File: config.mk
export PLATFORM = sky130hd
export DESIGN_NAME = chgsv_top
export DESIGN_NICKNAME = d
export VERILOG_FILES = /design/src/shared/chgsv_pkg.sv /design/src/rtl/chgsv_top.sv
export SDC_FILE = /design/constraint.sdc
export NUM_CORES = 1
export LEC_CHECK = 0
export ABC_AREA = 1
export BUFFER_PORTS_ARGS = -buffer_cell sky130_fd_sc_hd__buf_2
export CORE_MARGIN = 2
export CORE_UTILIZATION = 35
export DETAILED_ROUTE_END_ITERATION = 12
export PLACE_DENSITY_LB_ADDON = 0.2
export SYNTH_ARGS = -nofsm -noshare
export SYNTH_HDL_FRONTEND = slang
export SYNTH_SLANG_ARGS = --single-unit
File: constraint.sdc
create_clock -name clock_i -period 4.6 [get_ports clock_i]
set_input_delay 0.23 -clock clock_i [delete_from_list [all_inputs] [get_ports clock_i]]
set_output_delay 0.23 -clock clock_i [all_outputs]
set_load 0.02 [all_outputs]
File: src/shared/chgsv_pkg.sv
// constants and types for the charger supervision block
package chgsv_pkg;
  // register offsets (byte addresses on the plain register port)
  localparam logic [7:0] CHGSV_REG_CHARGE_CTRL = 8'h02;
  localparam logic [7:0] CHGSV_REG_TIMER_CTRL = 8'h05;
  localparam logic [7:0] CHGSV_REG_SYS_CTRL = 8'h07;
  localparam logic [7:0] CHGSV_REG_FAULT = 8'h09;
  localparam logic [7:0] CHGSV_REG_MODE_CTRL = 8'h0a;
  localparam logic [7:0] CHGSV_REG_STATUS = 8'h0b;
  // field positions
  localparam int CHGSV_WD_KICK_BIT = 6;
  localparam int CHGSV_HOLD_BIT = 7;
  localparam int CHGSV_CHG_DISABLE_BIT = 0;
  localparam int CHGSV_WD_DSCHG_BIT = 7;
  localparam int CHGSV_WD_PER_LSB = 5;
  localparam int CHGSV_TERM_EN_BIT = 4;
  localparam int CHGSV_FAST_TMR_EN_BIT = 3;
  localparam int CHGSV_FAST_TMR_SEL_LSB = 1;
  localparam int CHGSV_KEEP_TAPER_BIT = 0;
  localparam int CHGSV_TJ_SEL_LSB = 4;
  localparam int CHGSV_THERM_FLAG_BIT = 1;
  localparam int CHGSV_MON_EN_BIT = 1;
  localparam int CHGSV_BOARD_SEL_BIT = 0;
  localparam int CHGSV_HIZ_BIT = 2;
  localparam int CHGSV_SWITCH_OFF_BIT = 3;
  // reset values
  localparam logic [7:0] CHGSV_CHARGE_CTRL_RST = 8'h80;
  localparam logic [7:0] CHGSV_TIMER_CTRL_RST = 8'hba;
  localparam logic [7:0] CHGSV_SYS_CTRL_RST = 8'h30;
  localparam logic [7:0] CHGSV_MODE_CTRL_RST = 8'h03;
  // timing
  localparam longint CHGSV_CLK_HZ = 10000000;
  localparam longint CHGSV_TERM_DELAY_MS = 3200;
  localparam longint CHGSV_TERM_DELAY_CYC = CHGSV_TERM_DELAY_MS * CHGSV_CLK_HZ / 1000;
  localparam longint CHGSV_PRE_TMR_HRS = 2;
  localparam longint CHGSV_PRE_TMR_CYC = CHGSV_PRE_TMR_HRS * 3600 * CHGSV_CLK_HZ;
  localparam int CHGSV_CNT_W = 40;
  // thermistor function decode
  typedef enum logic [1:0] {CHGSV_THERM_OFF, CHGSV_THERM_BATT, CHGSV_THERM_BOARD} chgsv_therm_e;
  // charge sequencer states
  typedef enum logic [2:0] {CHGSV_IDLE, CHGSV_PRE, CHGSV_FAST, CHGSV_TAPER, CHGSV_DONE, CHGSV_FAULT} chgsv_state_e;
endpackage

File: src/rtl/chgsv_top.sv
// digital supervision of a single-cell charger: charge cycle, protections, timers, watchdog
//
// The address-and-strobe port and the placing of the registers were chosen for this implementation.
`timescale 1ns/1ps
module chgsv_top import chgsv_pkg::*; #(
  parameter longint TERM_DELAY_CYC = CHGSV_TERM_DELAY_CYC,
  parameter longint PRE_TMR_CYC = CHGSV_PRE_TMR_CYC,
  parameter longint FAST_TMR_CYC0 = 64'd1000000000,
  parameter longint FAST_TMR_CYC1 = 64'd2000000000,
  parameter longint FAST_TMR_CYC2 = 64'd4000000000,
  parameter longint FAST_TMR_CYC3 = 64'd8000000000,
  parameter longint WD_CYC1 = 64'd400000000,
  parameter longint WD_CYC2 = 64'd800000000,
  parameter longint WD_CYC3 = 64'd1600000000
) (
  // clock and reset
  input wire logic clock_i,
  input wire logic rst_b_i,
  // register port
  input wire logic [7:0] addr_i,
  input wire logic [7:0] wdata_i,
  input wire logic wr_i,
  input wire logic rd_i,
  output logic [7:0] rdata_o,
  // analog comparator results, asynchronous
  input wire logic input_good_i,
  input wire logic battery_present_i,
  input wire logic batt_over_voltage_i,
  input wire logic batt_below_recharge_i,
  input wire logic batt_above_precharge_exit_i,
  input wire logic batt_above_lockout_i,
  input wire logic input_power_limiting_i,
  input wire logic sys_droop_i,
  input wire logic sys_below_batt_30mv_i,
  input wire logic sys_above_batt_20mv_i,
  input wire logic supplement_drop_over_i,
  input wire logic junction_at_limit_i,
  input wire logic junction_shutdown_i,
  input wire logic therm_in_window_i,
  input wire logic therm_below_hot_i,
  input wire logic current_below_term_i,
  input wire logic current_below_term_hys_i,
  // power stage controls
  output logic charge_enable_o,
  output logic charge_current_cut_o,
  output logic input_to_system_switch_o,
  output logic battery_switch_full_o,
  output logic battery_switch_regulate_o,
  output logic [1:0] junction_regulation_limit_o,
  output logic system_reset_o,
  output logic host_mode_o
);
  localparam int NS = 16;

  // three-flop synchronisers with agreement filter
  logic [NS-1:0] raw;
  logic [NS-1:0] s1, s2, s3, flt, next_flt;
  assign raw = {input_good_i, battery_present_i, batt_over_voltage_i, batt_below_recharge_i,
                batt_above_precharge_exit_i, batt_above_lockout_i, input_power_limiting_i, sys_droop_i,
                sys_below_batt_30mv_i, sys_above_batt_20mv_i, supplement_drop_over_i, junction_at_limit_i,
                junction_shutdown_i, therm_in_window_i, therm_below_hot_i,
                current_below_term_i & current_below_term_hys_i};
  always_comb begin
    for (int i = 0; i < NS; i++) begin
      next_flt[i] = (s2[i] == s3[i]) ? s3[i] : flt[i];
    end
  end
  always_ff @(posedge clock_i or negedge rst_b_i) begin
    if (!rst_b_i) begin
      s1 <= '0;
      s2 <= '0;
      s3 <= '0;
      flt <= '0;
    end else begin
      s1 <= raw;
      s2 <= s1;
      s3 <= s2;
      flt <= next_flt;
    end
  end
  logic in_good, batt_pres, batt_ov, below_rech, above_pre, above_lock, limiting, droop;
  logic sys_low, sys_high, sup_over, tj_lim, tj_shut, in_win, below_hot, below_term;
  assign {in_good, batt_pres, batt_ov, below_rech, above_pre, above_lock, limiting, droop,
          sys_low, sys_high, sup_over, tj_lim, tj_shut, in_win, below_hot, below_term} = flt;

  // control registers and host mode
  logic [7:0] charge_ctrl, timer_ctrl, sys_ctrl, mode_ctrl;
  logic [7:0] next_charge_ctrl, next_timer_ctrl, next_sys_ctrl, next_mode_ctrl;
  logic host_mode, next_host_mode;
  logic [CHGSV_CNT_W-1:0] wd_cnt, next_wd_cnt;
  logic wd_fault, next_wd_fault, wd_expire, wd_run;
  logic in_good_d, batt_pres_d;
  logic force_default;
  logic [1:0] wd_per;
  logic [CHGSV_CNT_W-1:0] wd_lim;
  assign wd_per = timer_ctrl[CHGSV_WD_PER_LSB +: 2];
  always_comb begin
    unique case (wd_per)
      2'd1: wd_lim = WD_CYC1[CHGSV_CNT_W-1:0];
      2'd2: wd_lim = WD_CYC2[CHGSV_CNT_W-1:0];
      2'd3: wd_lim = WD_CYC3[CHGSV_CNT_W-1:0];
      default: wd_lim = '0;
    endcase
  end
  // period 00 kills watchdog; discharge bit only matters without input
  assign wd_run = host_mode && (wd_per != 2'd0) && (in_good || timer_ctrl[CHGSV_WD_DSCHG_BIT]);
  assign wd_expire = wd_run && (wd_cnt >= wd_lim - 1'b1);
  // input refreshed with no battery, or battery reinserted with no input, or hold bit cleared
  assign force_default = (in_good && !in_good_d && !batt_pres) || (batt_pres && !batt_pres_d && !in_good)
                         || !charge_ctrl[CHGSV_HOLD_BIT];
  logic wr_hit_ctrl;
  assign wr_hit_ctrl = wr_i && (addr_i == CHGSV_REG_CHARGE_CTRL);
  always_comb begin
    next_charge_ctrl = charge_ctrl;
    next_timer_ctrl = timer_ctrl;
    next_sys_ctrl = sys_ctrl;
    next_mode_ctrl = mode_ctrl;
    next_host_mode = host_mode;
    next_wd_cnt = wd_run ? wd_cnt + 1'b1 : '0;
    next_wd_fault = wd_fault;
    if (wr_i) begin
      next_host_mode = 1'b1;
      unique case (addr_i)
        CHGSV_REG_CHARGE_CTRL: next_charge_ctrl = wdata_i & 8'hbf;
        CHGSV_REG_TIMER_CTRL: next_timer_ctrl = wdata_i;
        CHGSV_REG_SYS_CTRL: next_sys_ctrl = wdata_i;
        CHGSV_REG_MODE_CTRL: next_mode_ctrl = wdata_i & 8'h0f;
        default: ;
      endcase
      if (wr_hit_ctrl && wdata_i[CHGSV_WD_KICK_BIT]) begin
        next_wd_cnt = '0;
      end
    end
    if (rd_i && addr_i == CHGSV_REG_FAULT) begin
      next_wd_fault = 1'b0;
    end
    // expiry or forced default restores defaults; set wins over read clear
    if (wd_expire || force_default) begin
      next_charge_ctrl = CHGSV_CHARGE_CTRL_RST;
      next_timer_ctrl = CHGSV_TIMER_CTRL_RST;
      next_sys_ctrl = CHGSV_SYS_CTRL_RST;
      next_mode_ctrl = CHGSV_MODE_CTRL_RST;
      next_host_mode = 1'b0;
      next_wd_cnt = '0;
      next_wd_fault = next_wd_fault | wd_expire;
    end
  end
  always_ff @(posedge clock_i or negedge rst_b_i) begin
    if (!rst_b_i) begin
      charge_ctrl <= CHGSV_CHARGE_CTRL_RST;
      timer_ctrl <= CHGSV_TIMER_CTRL_RST;
      sys_ctrl <= CHGSV_SYS_CTRL_RST;
      mode_ctrl <= CHGSV_MODE_CTRL_RST;
      host_mode <= 1'b0;
      wd_cnt <= '0;
      wd_fault <= 1'b0;
      in_good_d <= 1'b0;
      batt_pres_d <= 1'b0;
    end else begin
      charge_ctrl <= next_charge_ctrl;
      timer_ctrl <= next_timer_ctrl;
      sys_ctrl <= next_sys_ctrl;
      mode_ctrl <= next_mode_ctrl;
      host_mode <= next_host_mode;
      wd_cnt <= next_wd_cnt;
      wd_fault <= next_wd_fault;
      in_good_d <= in_good;
      batt_pres_d <= batt_pres;
    end
  end

  // thermistor function decode
  chgsv_therm_e therm_mode;
  always_comb begin
    if (!mode_ctrl[CHGSV_MON_EN_BIT]) begin
      therm_mode = CHGSV_THERM_OFF;
    end else if (mode_ctrl[CHGSV_BOARD_SEL_BIT]) begin
      therm_mode = CHGSV_THERM_BATT;
    end else begin
      therm_mode = CHGSV_THERM_BOARD;
    end
  end
  logic board_hot, hiz, chg_dis, sw_forced_off, term_en, keep_taper;
  assign board_hot = (therm_mode == CHGSV_THERM_BOARD) && below_hot;
  assign hiz = mode_ctrl[CHGSV_HIZ_BIT];
  assign chg_dis = charge_ctrl[CHGSV_CHG_DISABLE_BIT];
  assign sw_forced_off = mode_ctrl[CHGSV_SWITCH_OFF_BIT];
  assign term_en = timer_ctrl[CHGSV_TERM_EN_BIT];
  assign keep_taper = timer_ctrl[CHGSV_KEEP_TAPER_BIT];

  // supplement mode with hysteresis
  logic supplement, next_supplement;
  always_comb begin
    next_supplement = supplement;
    if (!in_good) begin
      next_supplement = 1'b0;
    end else if (!supplement && sys_low) begin
      next_supplement = 1'b1;
    end else if (supplement && sys_high) begin
      next_supplement = 1'b0;
    end
  end

  // charge sequencer, safety and termination timers
  chgsv_state_e state, next_state;
  logic [CHGSV_CNT_W-1:0] st_cnt, next_st_cnt, tm_cnt, next_tm_cnt, fast_lim;
  logic tmr_fault, next_tmr_fault, ov_fault, next_ov_fault;
  logic chg_dis_d, hiz_d, in_good_cd;
  logic charging, window_bad, start_trig, no_fault, restart_tmr, term_block;
  logic window_was_bad, next_window_was_bad;
  always_comb begin
    unique case (timer_ctrl[CHGSV_FAST_TMR_SEL_LSB +: 2])
      2'd0: fast_lim = FAST_TMR_CYC0[CHGSV_CNT_W-1:0];
      2'd1: fast_lim = FAST_TMR_CYC1[CHGSV_CNT_W-1:0];
      2'd2: fast_lim = FAST_TMR_CYC2[CHGSV_CNT_W-1:0];
      default: fast_lim = FAST_TMR_CYC3[CHGSV_CNT_W-1:0];
    endcase
  end
  assign charging = (state == CHGSV_PRE) || (state == CHGSV_FAST) || (state == CHGSV_TAPER);
  assign window_bad = (therm_mode == CHGSV_THERM_BATT) && !in_win;
  assign start_trig = (in_good && !in_good_cd) || (chg_dis_d && !chg_dis);
  assign no_fault = !window_bad && !tmr_fault && !batt_ov && !sw_forced_off && !board_hot;
  assign restart_tmr = (chg_dis_d && !chg_dis) || (hiz_d && !hiz);
  assign term_block = limiting || tj_lim || supplement;
  always_comb begin
    next_state = state;
    next_st_cnt = st_cnt + 1'b1;
    next_tm_cnt = '0;
    next_tmr_fault = tmr_fault;
    next_ov_fault = ov_fault | batt_ov;
    if (rd_i && addr_i == CHGSV_REG_FAULT) begin
      next_ov_fault = batt_ov;
      next_tmr_fault = 1'b0;
    end
    if (restart_tmr) begin
      next_tmr_fault = 1'b0;
    end
    unique case (state)
      CHGSV_IDLE, CHGSV_FAULT: begin
        if (in_good && !chg_dis && !hiz && start_trig && no_fault) begin
          next_state = CHGSV_PRE;
          next_st_cnt = '0;
        end
      end
      CHGSV_PRE: begin
        if (above_pre) begin
          next_state = CHGSV_FAST;
          next_st_cnt = '0;
        end else if (st_cnt >= PRE_TMR_CYC[CHGSV_CNT_W-1:0] - 1'b1) begin
          next_state = CHGSV_FAULT;
          next_tmr_fault = 1'b1;
        end
      end
      CHGSV_FAST, CHGSV_TAPER: begin
        if (timer_ctrl[CHGSV_FAST_TMR_EN_BIT] && st_cnt >= fast_lim - 1'b1) begin
          next_state = CHGSV_FAULT;
          next_tmr_fault = 1'b1;
        end else if (term_en && below_term && !term_block) begin
          next_tm_cnt = tm_cnt + 1'b1;
          if (tm_cnt >= TERM_DELAY_CYC[CHGSV_CNT_W-1:0] - 1'b1) begin
            next_state = keep_taper ? CHGSV_TAPER : CHGSV_DONE;
            next_tm_cnt = '0;
          end
        end
      end
      CHGSV_DONE: begin
        if (below_rech && in_good && term_en && !keep_taper && no_fault) begin
          next_state = CHGSV_PRE;
          next_st_cnt = '0;
        end
      end
      default: next_state = CHGSV_IDLE;
    endcase
    // suspensions override progress
    if (charging && (batt_ov || window_bad || board_hot || tj_shut || chg_dis || hiz || !in_good
        || sw_forced_off)) begin
      next_state = batt_ov ? CHGSV_FAULT : CHGSV_IDLE;
    end
    if (restart_tmr && charging) begin
      next_st_cnt = '0;
    end
    // resume after window returns without a new trigger
    if (state == CHGSV_IDLE && in_good && !chg_dis && !hiz && no_fault && !tj_shut && in_good_cd
        && !start_trig && window_was_bad) begin
      next_state = CHGSV_PRE;
      next_st_cnt = '0;
    end
  end
  // remembers a window pause so charging resumes without a new trigger
  always_comb begin
    next_window_was_bad = window_was_bad;
    if (charging && window_bad) begin
      next_window_was_bad = 1'b1;
    end else if (charging || !in_good || chg_dis) begin
      next_window_was_bad = 1'b0;
    end
  end
  always_ff @(posedge clock_i or negedge rst_b_i) begin
    if (!rst_b_i) begin
      state <= CHGSV_IDLE;
      st_cnt <= '0;
      tm_cnt <= '0;
      tmr_fault <= 1'b0;
      ov_fault <= 1'b0;
      chg_dis_d <= 1'b0;
      hiz_d <= 1'b0;
      in_good_cd <= 1'b0;
      supplement <= 1'b0;
      window_was_bad <= 1'b0;
    end else begin
      state <= next_state;
      st_cnt <= next_st_cnt;
      tm_cnt <= next_tm_cnt;
      tmr_fault <= next_tmr_fault;
      ov_fault <= next_ov_fault;
      chg_dis_d <= chg_dis;
      hiz_d <= hiz;
      in_good_cd <= in_good;
      supplement <= next_supplement;
      window_was_bad <= next_window_was_bad;
    end
  end

  // registered outputs and read data
  logic [7:0] next_rdata;
  always_comb begin
    unique case (addr_i)
      CHGSV_REG_CHARGE_CTRL: next_rdata = charge_ctrl;
      CHGSV_REG_TIMER_CTRL: next_rdata = timer_ctrl;
      CHGSV_REG_SYS_CTRL: next_rdata = sys_ctrl;
      CHGSV_REG_MODE_CTRL: next_rdata = mode_ctrl;
      CHGSV_REG_FAULT: next_rdata = {4'h0, ov_fault, tmr_fault, board_hot | window_bad, wd_fault};
      CHGSV_REG_STATUS: next_rdata = {supplement, host_mode, in_good, 2'b00, 3'(state)};
      default: next_rdata = 8'h00;
    endcase
    if (!rd_i) begin
      next_rdata = 8'h00;
    end
  end
  logic sw_in_off, dschg;
  assign sw_in_off = tj_shut || board_hot || hiz || !in_good;
  assign dschg = !in_good;
  always_ff @(posedge clock_i or negedge rst_b_i) begin
    if (!rst_b_i) begin
      rdata_o <= 8'h00;
      charge_enable_o <= 1'b0;
      charge_current_cut_o <= 1'b0;
      input_to_system_switch_o <= 1'b0;
      battery_switch_full_o <= 1'b0;
      battery_switch_regulate_o <= 1'b0;
      junction_regulation_limit_o <= 2'b00;
      system_reset_o <= 1'b0;
      host_mode_o <= 1'b0;
    end else begin
      rdata_o <= next_rdata;
      charge_enable_o <= charging && !(state == CHGSV_TAPER && 1'b0);
      charge_current_cut_o <= (limiting && droop) || tj_lim;
      input_to_system_switch_o <= !sw_in_off;
      // battery on in discharge only above lockout; supplement full on past the drop
      battery_switch_full_o <= !tj_shut && !board_hot && ((dschg && batt_pres && above_lock)
                               || (supplement && sup_over));
      battery_switch_regulate_o <= supplement && !sup_over && !tj_shut && !board_hot;
      junction_regulation_limit_o <= sys_ctrl[CHGSV_TJ_SEL_LSB +: 2];
      system_reset_o <= wd_expire;
      host_mode_o <= host_mode;
    end
  end
endmodule

==> qor.txt, run 1 <==
Vias: 10300
Largest net degree at the start of global routing: 124
Leak Pwr: 6.80 nW
Slew Limit Fails: 0
Core area: 35700 um2
Layout cells sized above 1: 11.5%
Hold Violations, Final: 0
Initial core utilization: 35.6%
Reg clk slew, reported paths: 0.07 ns
Max-cap check violation count: 0
Clock share of power: 41.3%
H-tree depth: 1
Area Growth Syn to Fin: 16.2%
Root Driver: clkbuf_16
Row count: 69
Vias in the first global route: 10200
Main synth FF type: dfrtp_1
Flops & latches, synth: 241
Crit-path cells: inv_1, ha_1, inv_1, ha_1, nand2_1, inv_1, o21ai_0, nand2_1, nand2_1, o211ai_1, a21oi_1, nand3_2, nand2_2, nand2_2, buf_4, nor3_1
DR vias/cell: 4.95
Yosys cell types: 54
Status: complete, no violations
Sequential Power Share: 43.3%
Internal power: 3.84 mW
FMAX: 0.291 GHz
Sequential Area: 6040 um2
ANT cells: 0
Maximum vdd drop: 0.364 mV
Setup-failing EPs final: 0
Skew-Pair Late Insertion Delay: 0.58 ns
Tot Pwr: 5.46 mW
Post-CTS Setup Bufs: 0
I/O pin cnt: 54
Multi-input gate area: 5860 um2
Worst-Margin Slew: 0.972 ns
Cell count after synthesis: 1496
Die Y: 195 um
Share of the synthesized area in the top cell type: 45.5%
Commonest cells in the netlist: nand2_1, dfrtp_1, nor2_1
CP arrival: 3.94 ns
Worst-path maximum fanout: 35
Count leader, synth: nand2_1
Largest area contributor in the netlist: dfrtp_1
Tmin final: 3.44 ns
Combinational Power Share: 15.4%
Final hold slack: 0.144 ns
Critical path class: reg -> reg
Iteration-0 DRC Markers: 781
Switch share: 29.6%
PwrDens: 369 nW/um2
CTS max path bufs: 3
DR DRC count: 0
GP Congestion: 0.915
Initial antenna violation count: 0
Type of the tightest min-delay check: in -> reg
Critical path's slowest cell: dfstp_2
Post-synthesis sequential area ratio: 47.6%
Fill cell count: 3585
Post-route clock skew: 0.0212 ns
DR WL/cell: 15.2 um
Die Area: 37800 um2
Yosys Warn Count: 0
Antenna Nets Post-Route: 0
GRT Residual Overflow: 0
Setup TNS: 0 ns
Detailed Route WL: 31700 um
TritonCTS Sinks: 241
Critical Path Start Type: register
Syn Std Cell Area: 12700 um2
P_sw: 1.62 mW
Largest stage delay, worst path: 0.56 ns
Gr usage total: 17.3%
First-pass detailed-route iteration total: 6
First-pass GRT wire length: 53300 um
CTS Buf Count: 29
TritonCTS clock tree: done
Slew headroom: 35.2%
Die width: 195 um
DP HPWL: 23100 um
Synth top area cells: dfrtp_1, nand2_1, ha_1, nor2_1, inv_1
RSZ-0062 raised after global routing: false
Post-synth EDFFs: 0
Fraction of registers with async set/reset: 100%
Avg Inst Size Synth: 8.49 um2
Fin crit share: 74.7%
Count of input and output buffers: 53
Final #Nets: 1713
WP data required: 5.10 ns
Worst setup EP type: register
## power by group through the flow
stage / clock network (mW) / registers, mW / logic (mW)
global placement: 0 / 2.40 / 0.812
CTS: 2.32 / 2.37 / 0.851
floorplan: 0 / 2.38 / 0.587
global route: 2.41 / 2.38 / 0.966
finish: 2.25 / 2.36 / 0.838
detailed placement: 0 / 2.40 / 0.829
## cell families after synthesis
family                   Yosys count  share of synthesized area, %
other                              1                        0.0295
buffers and inverters            217                          6.78
XOR/XNOR                          33                          2.27
AO/OA/AOI/OAI                    133                          6.08
flip-flops                       241                          47.6
AND/OR/NAND/NOR                  788                          29.4
adder cells (fa/ha/maj)           83                          7.86
## through the flow
stage               std cells  cell area [um2]  util (%)  worst slack (ns)
global placement         2011            13600      38.0              1.26
floorplan                1510            12800         -              2.00
finish                   2091            14800      41.4              1.16
global route             2091            14800      41.4             0.741
CTS                      2091            14800      41.4              1.12
detailed placement       2011            13600      38.0              1.16
## sequential cells by signal (all words and copies together), names as in the netlist, 8 cells and up
name        cells
timer_ctrl      8
st_cnt         40
s3             16
s2             16
sys_ctrl        8
rdata_o         8
tm_cnt         40
wd_cnt         40
flt            16
s1             16
## cell type report
class | instances | share of cell area [%]
Multi-Input combinational cell | 1052 | 39.7
Inverter | 198 | 5.05
Clock buffer | 42 | 5.45
Sequential cell | 241 | 40.9
Tap cell | 461 | 3.91
Clock inverter | 10 | 0.839
Timing Repair Buffer | 87 | 4.15
## critical path: cells and delay by family (launching register included)
family                     cells  cell delay, ns
buffers and inverters          4            0.81
AOI/OAI and AO/OA              3            0.42
DFF                            1            0.56
and+or+nand+nor                7            0.96
adders and majority gates      2            0.58
## metal layers
metal	GRT usage [%]	vias to the layer above	share of wire (%)
li1	-	5169	-
met1	24.8	4877	49
met2	26.8	237	44
met3	2.59	62	4.6
met4	5.41	0	2.7
met5	0	-	0
## worst paths after layout
check	startpoint	end	slack [ns]	depth (start not counted)
worst max-delay path	timer_ctrl[5]	wd_cnt[5]	1.16	16
worst min-delay path	addr_i[1]	sys_ctrl[7]	0.14	5
worst max register to register	timer_ctrl[5]	wd_cnt[5]	1.16	16
worst min register to register	s1[6]	s2[6]	0.35	0
max in group asynchronous	rst_b_i	timer_ctrl[3]	3.20	3
min in group asynchronous	rst_b_i	st_cnt[4]	0.34	2
## repair_timing
action                                 4_1_cts  5_1_grt
hold buffers                                28        0
gates resized for setup                      0        0
endpoints found under the hold margin      149        0
## cell usage in the layout, fill, tap and decap left out, drive strengths merged, types with 2 or more instances in the layout
| master | count |
|---|---|
| nand2 | 289 |
| dfrtp | 231 |
| nor2 | 213 |
| inv | 200 |
| nand3 | 92 |
| nor3 | 88 |
| ha | 67 |
| nand4 | 65 |
| buf | 59 |
| o21ai | 47 |
| a21oi | 45 |
| clkbuf | 42 |
| xor2 | 28 |
| dlygate4sd3 | 28 |
| maj3 | 16 |
| conb | 15 |
| nor3b | 12 |
| nor4 | 11 |
| a31oi | 10 |
| dfstp | 10 |
| nand3b | 7 |
| or2 | 7 |
| o22ai | 5 |
| xnor2 | 5 |
| o21bai | 5 |
| o211ai | 4 |
| a221oi | 4 |
| clkinv | 4 |
| o211a | 3 |
| and3 | 3 |
| a211oi | 2 |
| o221ai | 2 |
| clkinvlp | 2 |
| bufinv | 2 |
Power figures use the tool's default switching activity.
==> inputs of run 2 (changes only) <==
ABC_AREA = 0   (was 1)
clock period = 3.4 ns   (was 4.6 ns; I/O delays follow)
==> qor.txt, run 2 <==
CTS Buf Count: 27 (-6.9%)
Post-synthesis sequential area ratio: 53.1% (+5.6 points)
Commonest non-fill, non-tap cells in the layout: dfrtp_1, nor2_1, nand2_1
First-pass GRT wire length: 41200 um (-23%)
Yosys cell types: 68 (+26%)
Main synth FF type: dfrtp_1
Setup-failing EPs final: 0 (unchanged)
Row count: 66 (-4.3%)
Reg clk slew, reported paths: 0.06 ns (about the same)
Syn Std Cell Area: 11400 um2 (-10%)
Count leader, synth: dfrtp_1
Area Growth Syn to Fin: 19.4%
Sequential Power Share: 46.2% (+2.9 points)
Iteration-0 DRC Markers: 412 (-47%)
TritonCTS clock tree: done
Post-route clock skew: 0.0134 ns (-0.00784 ns)
Tmin final: 3.21 ns (-0.224 ns)
Detailed Route WL: 24500 um (-23%)
DR WL/cell: 14.9 um (-2.1%)
Flops & latches, synth: 241 (unchanged)
Fraction of registers with async set/reset: 100% (unchanged)
Share of the synthesized area in the top cell type: 50.8% (+5.3 points)
CTS max path bufs: 3 (unchanged)
Worst-path maximum fanout: 17 (-51%)
TritonCTS Sinks: 241 (unchanged)
DR DRC count: 0 (unchanged)
Leak Pwr: 6.09 nW (-11%)
Switch share: 27.0% (-2.6 points)
Initial antenna violation count: 2 (+2)
Skew-Pair Late Insertion Delay: 0.54 ns (-0.04 ns)
FMAX: 0.311 GHz (+7.0%)
GRT Residual Overflow: 0 (unchanged)
Die Y: 184 um (-5.3%)
Largest area contributor in the netlist: dfrtp_1
Status: complete, no violations
Gr usage total: 14.8% (-2.4 points)
Count of input and output buffers: 53 (unchanged)
Slew Limit Fails: 0 (unchanged)
Core area: 32300 um2 (-9.4%)
Final #Nets: 1287 (-25%)
RSZ-0062 raised after global routing: false
WP data required: 3.86 ns (-1.24 ns)
I/O pin cnt: 54 (unchanged)
Slew headroom: 47.4% (+12 points)
Clock share of power: 42.7% (+1.4 points)
Commonest non-fill, non-tap cell in the layout: dfrtp_1
Worst setup EP type: register
Top flop regs: st_cnt x40, tm_cnt x40, wd_cnt x40
Internal power: 4.95 mW (+29%)
Post-CTS Setup Bufs: 0 (unchanged)
Yosys Warn Count: 0 (unchanged)
PwrDens: 499 nW/um2 (+35%)
Antenna Nets Post-Route: 0 (unchanged)
Fin crit share: 94.5% (+20 points)
Final hold slack: 0.161 ns (+0.0174 ns)
P_sw: 1.83 mW (+13%)
GP Congestion: 0.845 (-7.7%)
Type of the tightest min-delay check: in -> reg
Commonest cells in the netlist: dfrtp_1, nor2_1, nand2_1
Setup TNS: 0 ns (unchanged)
CP arrival: 3.68 ns (-0.26 ns)
Max-cap check violation count: 0 (unchanged)
Die Area: 34000 um2 (-10%)
DR vias/cell: 4.83 (-2.3%)
Post-synth EDFFs: 0 (unchanged)
Maximum vdd drop: 0.377 mV (+3.6%)
Sequential Area: 6040 um2 (unchanged)
Die width: 184 um (-5.3%)
Initial core utilization: 35.2% (-0.41 points)
Synth top area cells: dfrtp_1, ha_1, nor2_1, xor2_1, xnor2_1
Fill cell count: 3150 (-12%)
Largest net degree at the start of global routing: 106 (-15%)
Hold Violations, Final: 0 (unchanged)
Worst-Margin Slew: 0.782 ns (-0.190 ns)
Layout cells sized above 1: 13.5% (+2.1 points)
Critical Path Start Type: register
DP Worst Slack: 0.106 ns (-1.05 ns)
Critical path class: reg -> reg
First-pass detailed-route iteration total: 5 (-1)
Combinational Power Share: 11.1% (-4.3 points)
Root Driver: clkbuf_16
H-tree depth: 1 (unchanged)
Vias: 7967 (-23%)
Multi-input gate area: 5160 um2 (-12%)
Avg Inst Size Synth: 10.7 um2 (+26%)
Vias in the first global route: 7982 (-22%)
Final WS setup: 0.186 ns (-0.976 ns)
DP HPWL: 17000 um (-26%)
Cell count after synthesis: 1063 (-29%)
-- run 2: cell count changes after synthesis, moves of 17 or more --
cell      change
mux2i_1      +20
nand3_1      -31
nand2_1     -206
clkbuf_1     +23
o21ai_0      -30
nand4_1      -40
nor2_1       -40
xnor2_1      +40
and3_1       +17
xor2_1       +24
inv_1       -149
nor3_1       -43
-- run 2: layer usage --
metal	share of wire, %	wire length (um)	GRT usage, %	vias to the layer above
met2	45	11100	24.0	113
met5	0.033	8	0	-
li1	-	-	-	3940
met4	2.3	570	4.10	2
met1	48	11800	20.6	3873
met3	4.1	1010	2.57	39
-- run 2: power groups by stage --
| stage | clock network [mW] | registers (mW) | logic [mW] |
|---|---|---|---|
| after detailed placement | 0 | 3.18 | 0.736 |
| after floorplan | 0 | 3.14 | 0.470 |
| after global placement | 0 | 3.18 | 0.724 |
| final | 2.89 | 3.13 | 0.753 |
| after CTS | 2.99 | 3.13 | 0.760 |
| after global routing | 3.11 | 3.15 | 0.856 |
-- run 2: repair_timing --
action | CTS | global route
hold buffers | 28 | 0
gates resized for setup | 0 | 6
hold endpoints to repair | 143 | 0
endpoints found under the setup margin | 0 | 31
-- run 2: per-stage QoR --
stage	cells	power [mW]	cell area (um2)	util (%)
after CTS	1646	6.88	13500	42.0
after floorplan	1077	3.61	11400	-
after detailed placement	1568	3.92	12400	38.3
after global routing	1647	7.12	13600	42.1
after global placement	1568	3.91	12400	38.3
final	1648	6.78	13600	42.1
-- run 2: cell families after synthesis --
logic type / Yosys count / synth area share, %
simple gates: 436 / 18.9
flops: 241 / 53.1
compound gates: 110 / 6.69
xor+xnor: 97 / 7.47
fa+ha+maj: 83 / 8.78
buf+inv: 65 / 2.23
mux: 30 / 2.75
other cells: 1 / 0.0330
-- run 2: path summary, 6_finish.rpt --
kind / from / end / slack [ns] / cells after the start
setup reg to reg: timer_ctrl[5] / mode_ctrl[1] / 0.19 / 12
hold / removal: addr_i[1] / rdata_o[6] / 0.16 / 3
max in group asynchronous: rst_b_i / timer_ctrl[5] / 2.23 / 3
hold reg to reg: s1[2] / s2[2] / 0.34 / 0
min in group asynchronous: rst_b_i / s1[14] / 0.26 / 2
setup / recovery: timer_ctrl[5] / mode_ctrl[1] / 0.19 / 12
-- run 2: area by class of cell --
type                            count  area share, %
Timing Repair Buffer              104           5.69
Clock inverter                     13          0.967
Inverter                           38           1.05
Multi-Input combinational cell    771           38.0
Sequential cell                   241           44.5
Clock buffer                       37           5.69
Tap cell                          442           4.07
Antenna cell                        2         0.0369
-- run 2: worst max-delay path, stage by stage, from the launching register on --
cell and delay, ns:
dfstp_2 0.56, inv_1 0.09, ha_1 0.29, xnor2_2 0.17, ha_1 0.30, a21o_1 0.17, a21o_1 0.17, a2111oi_1 0.38
a31o_2 0.22, a31o_2 0.16, inv_1 0.06, buf_4 0.19, or3_1 0.39
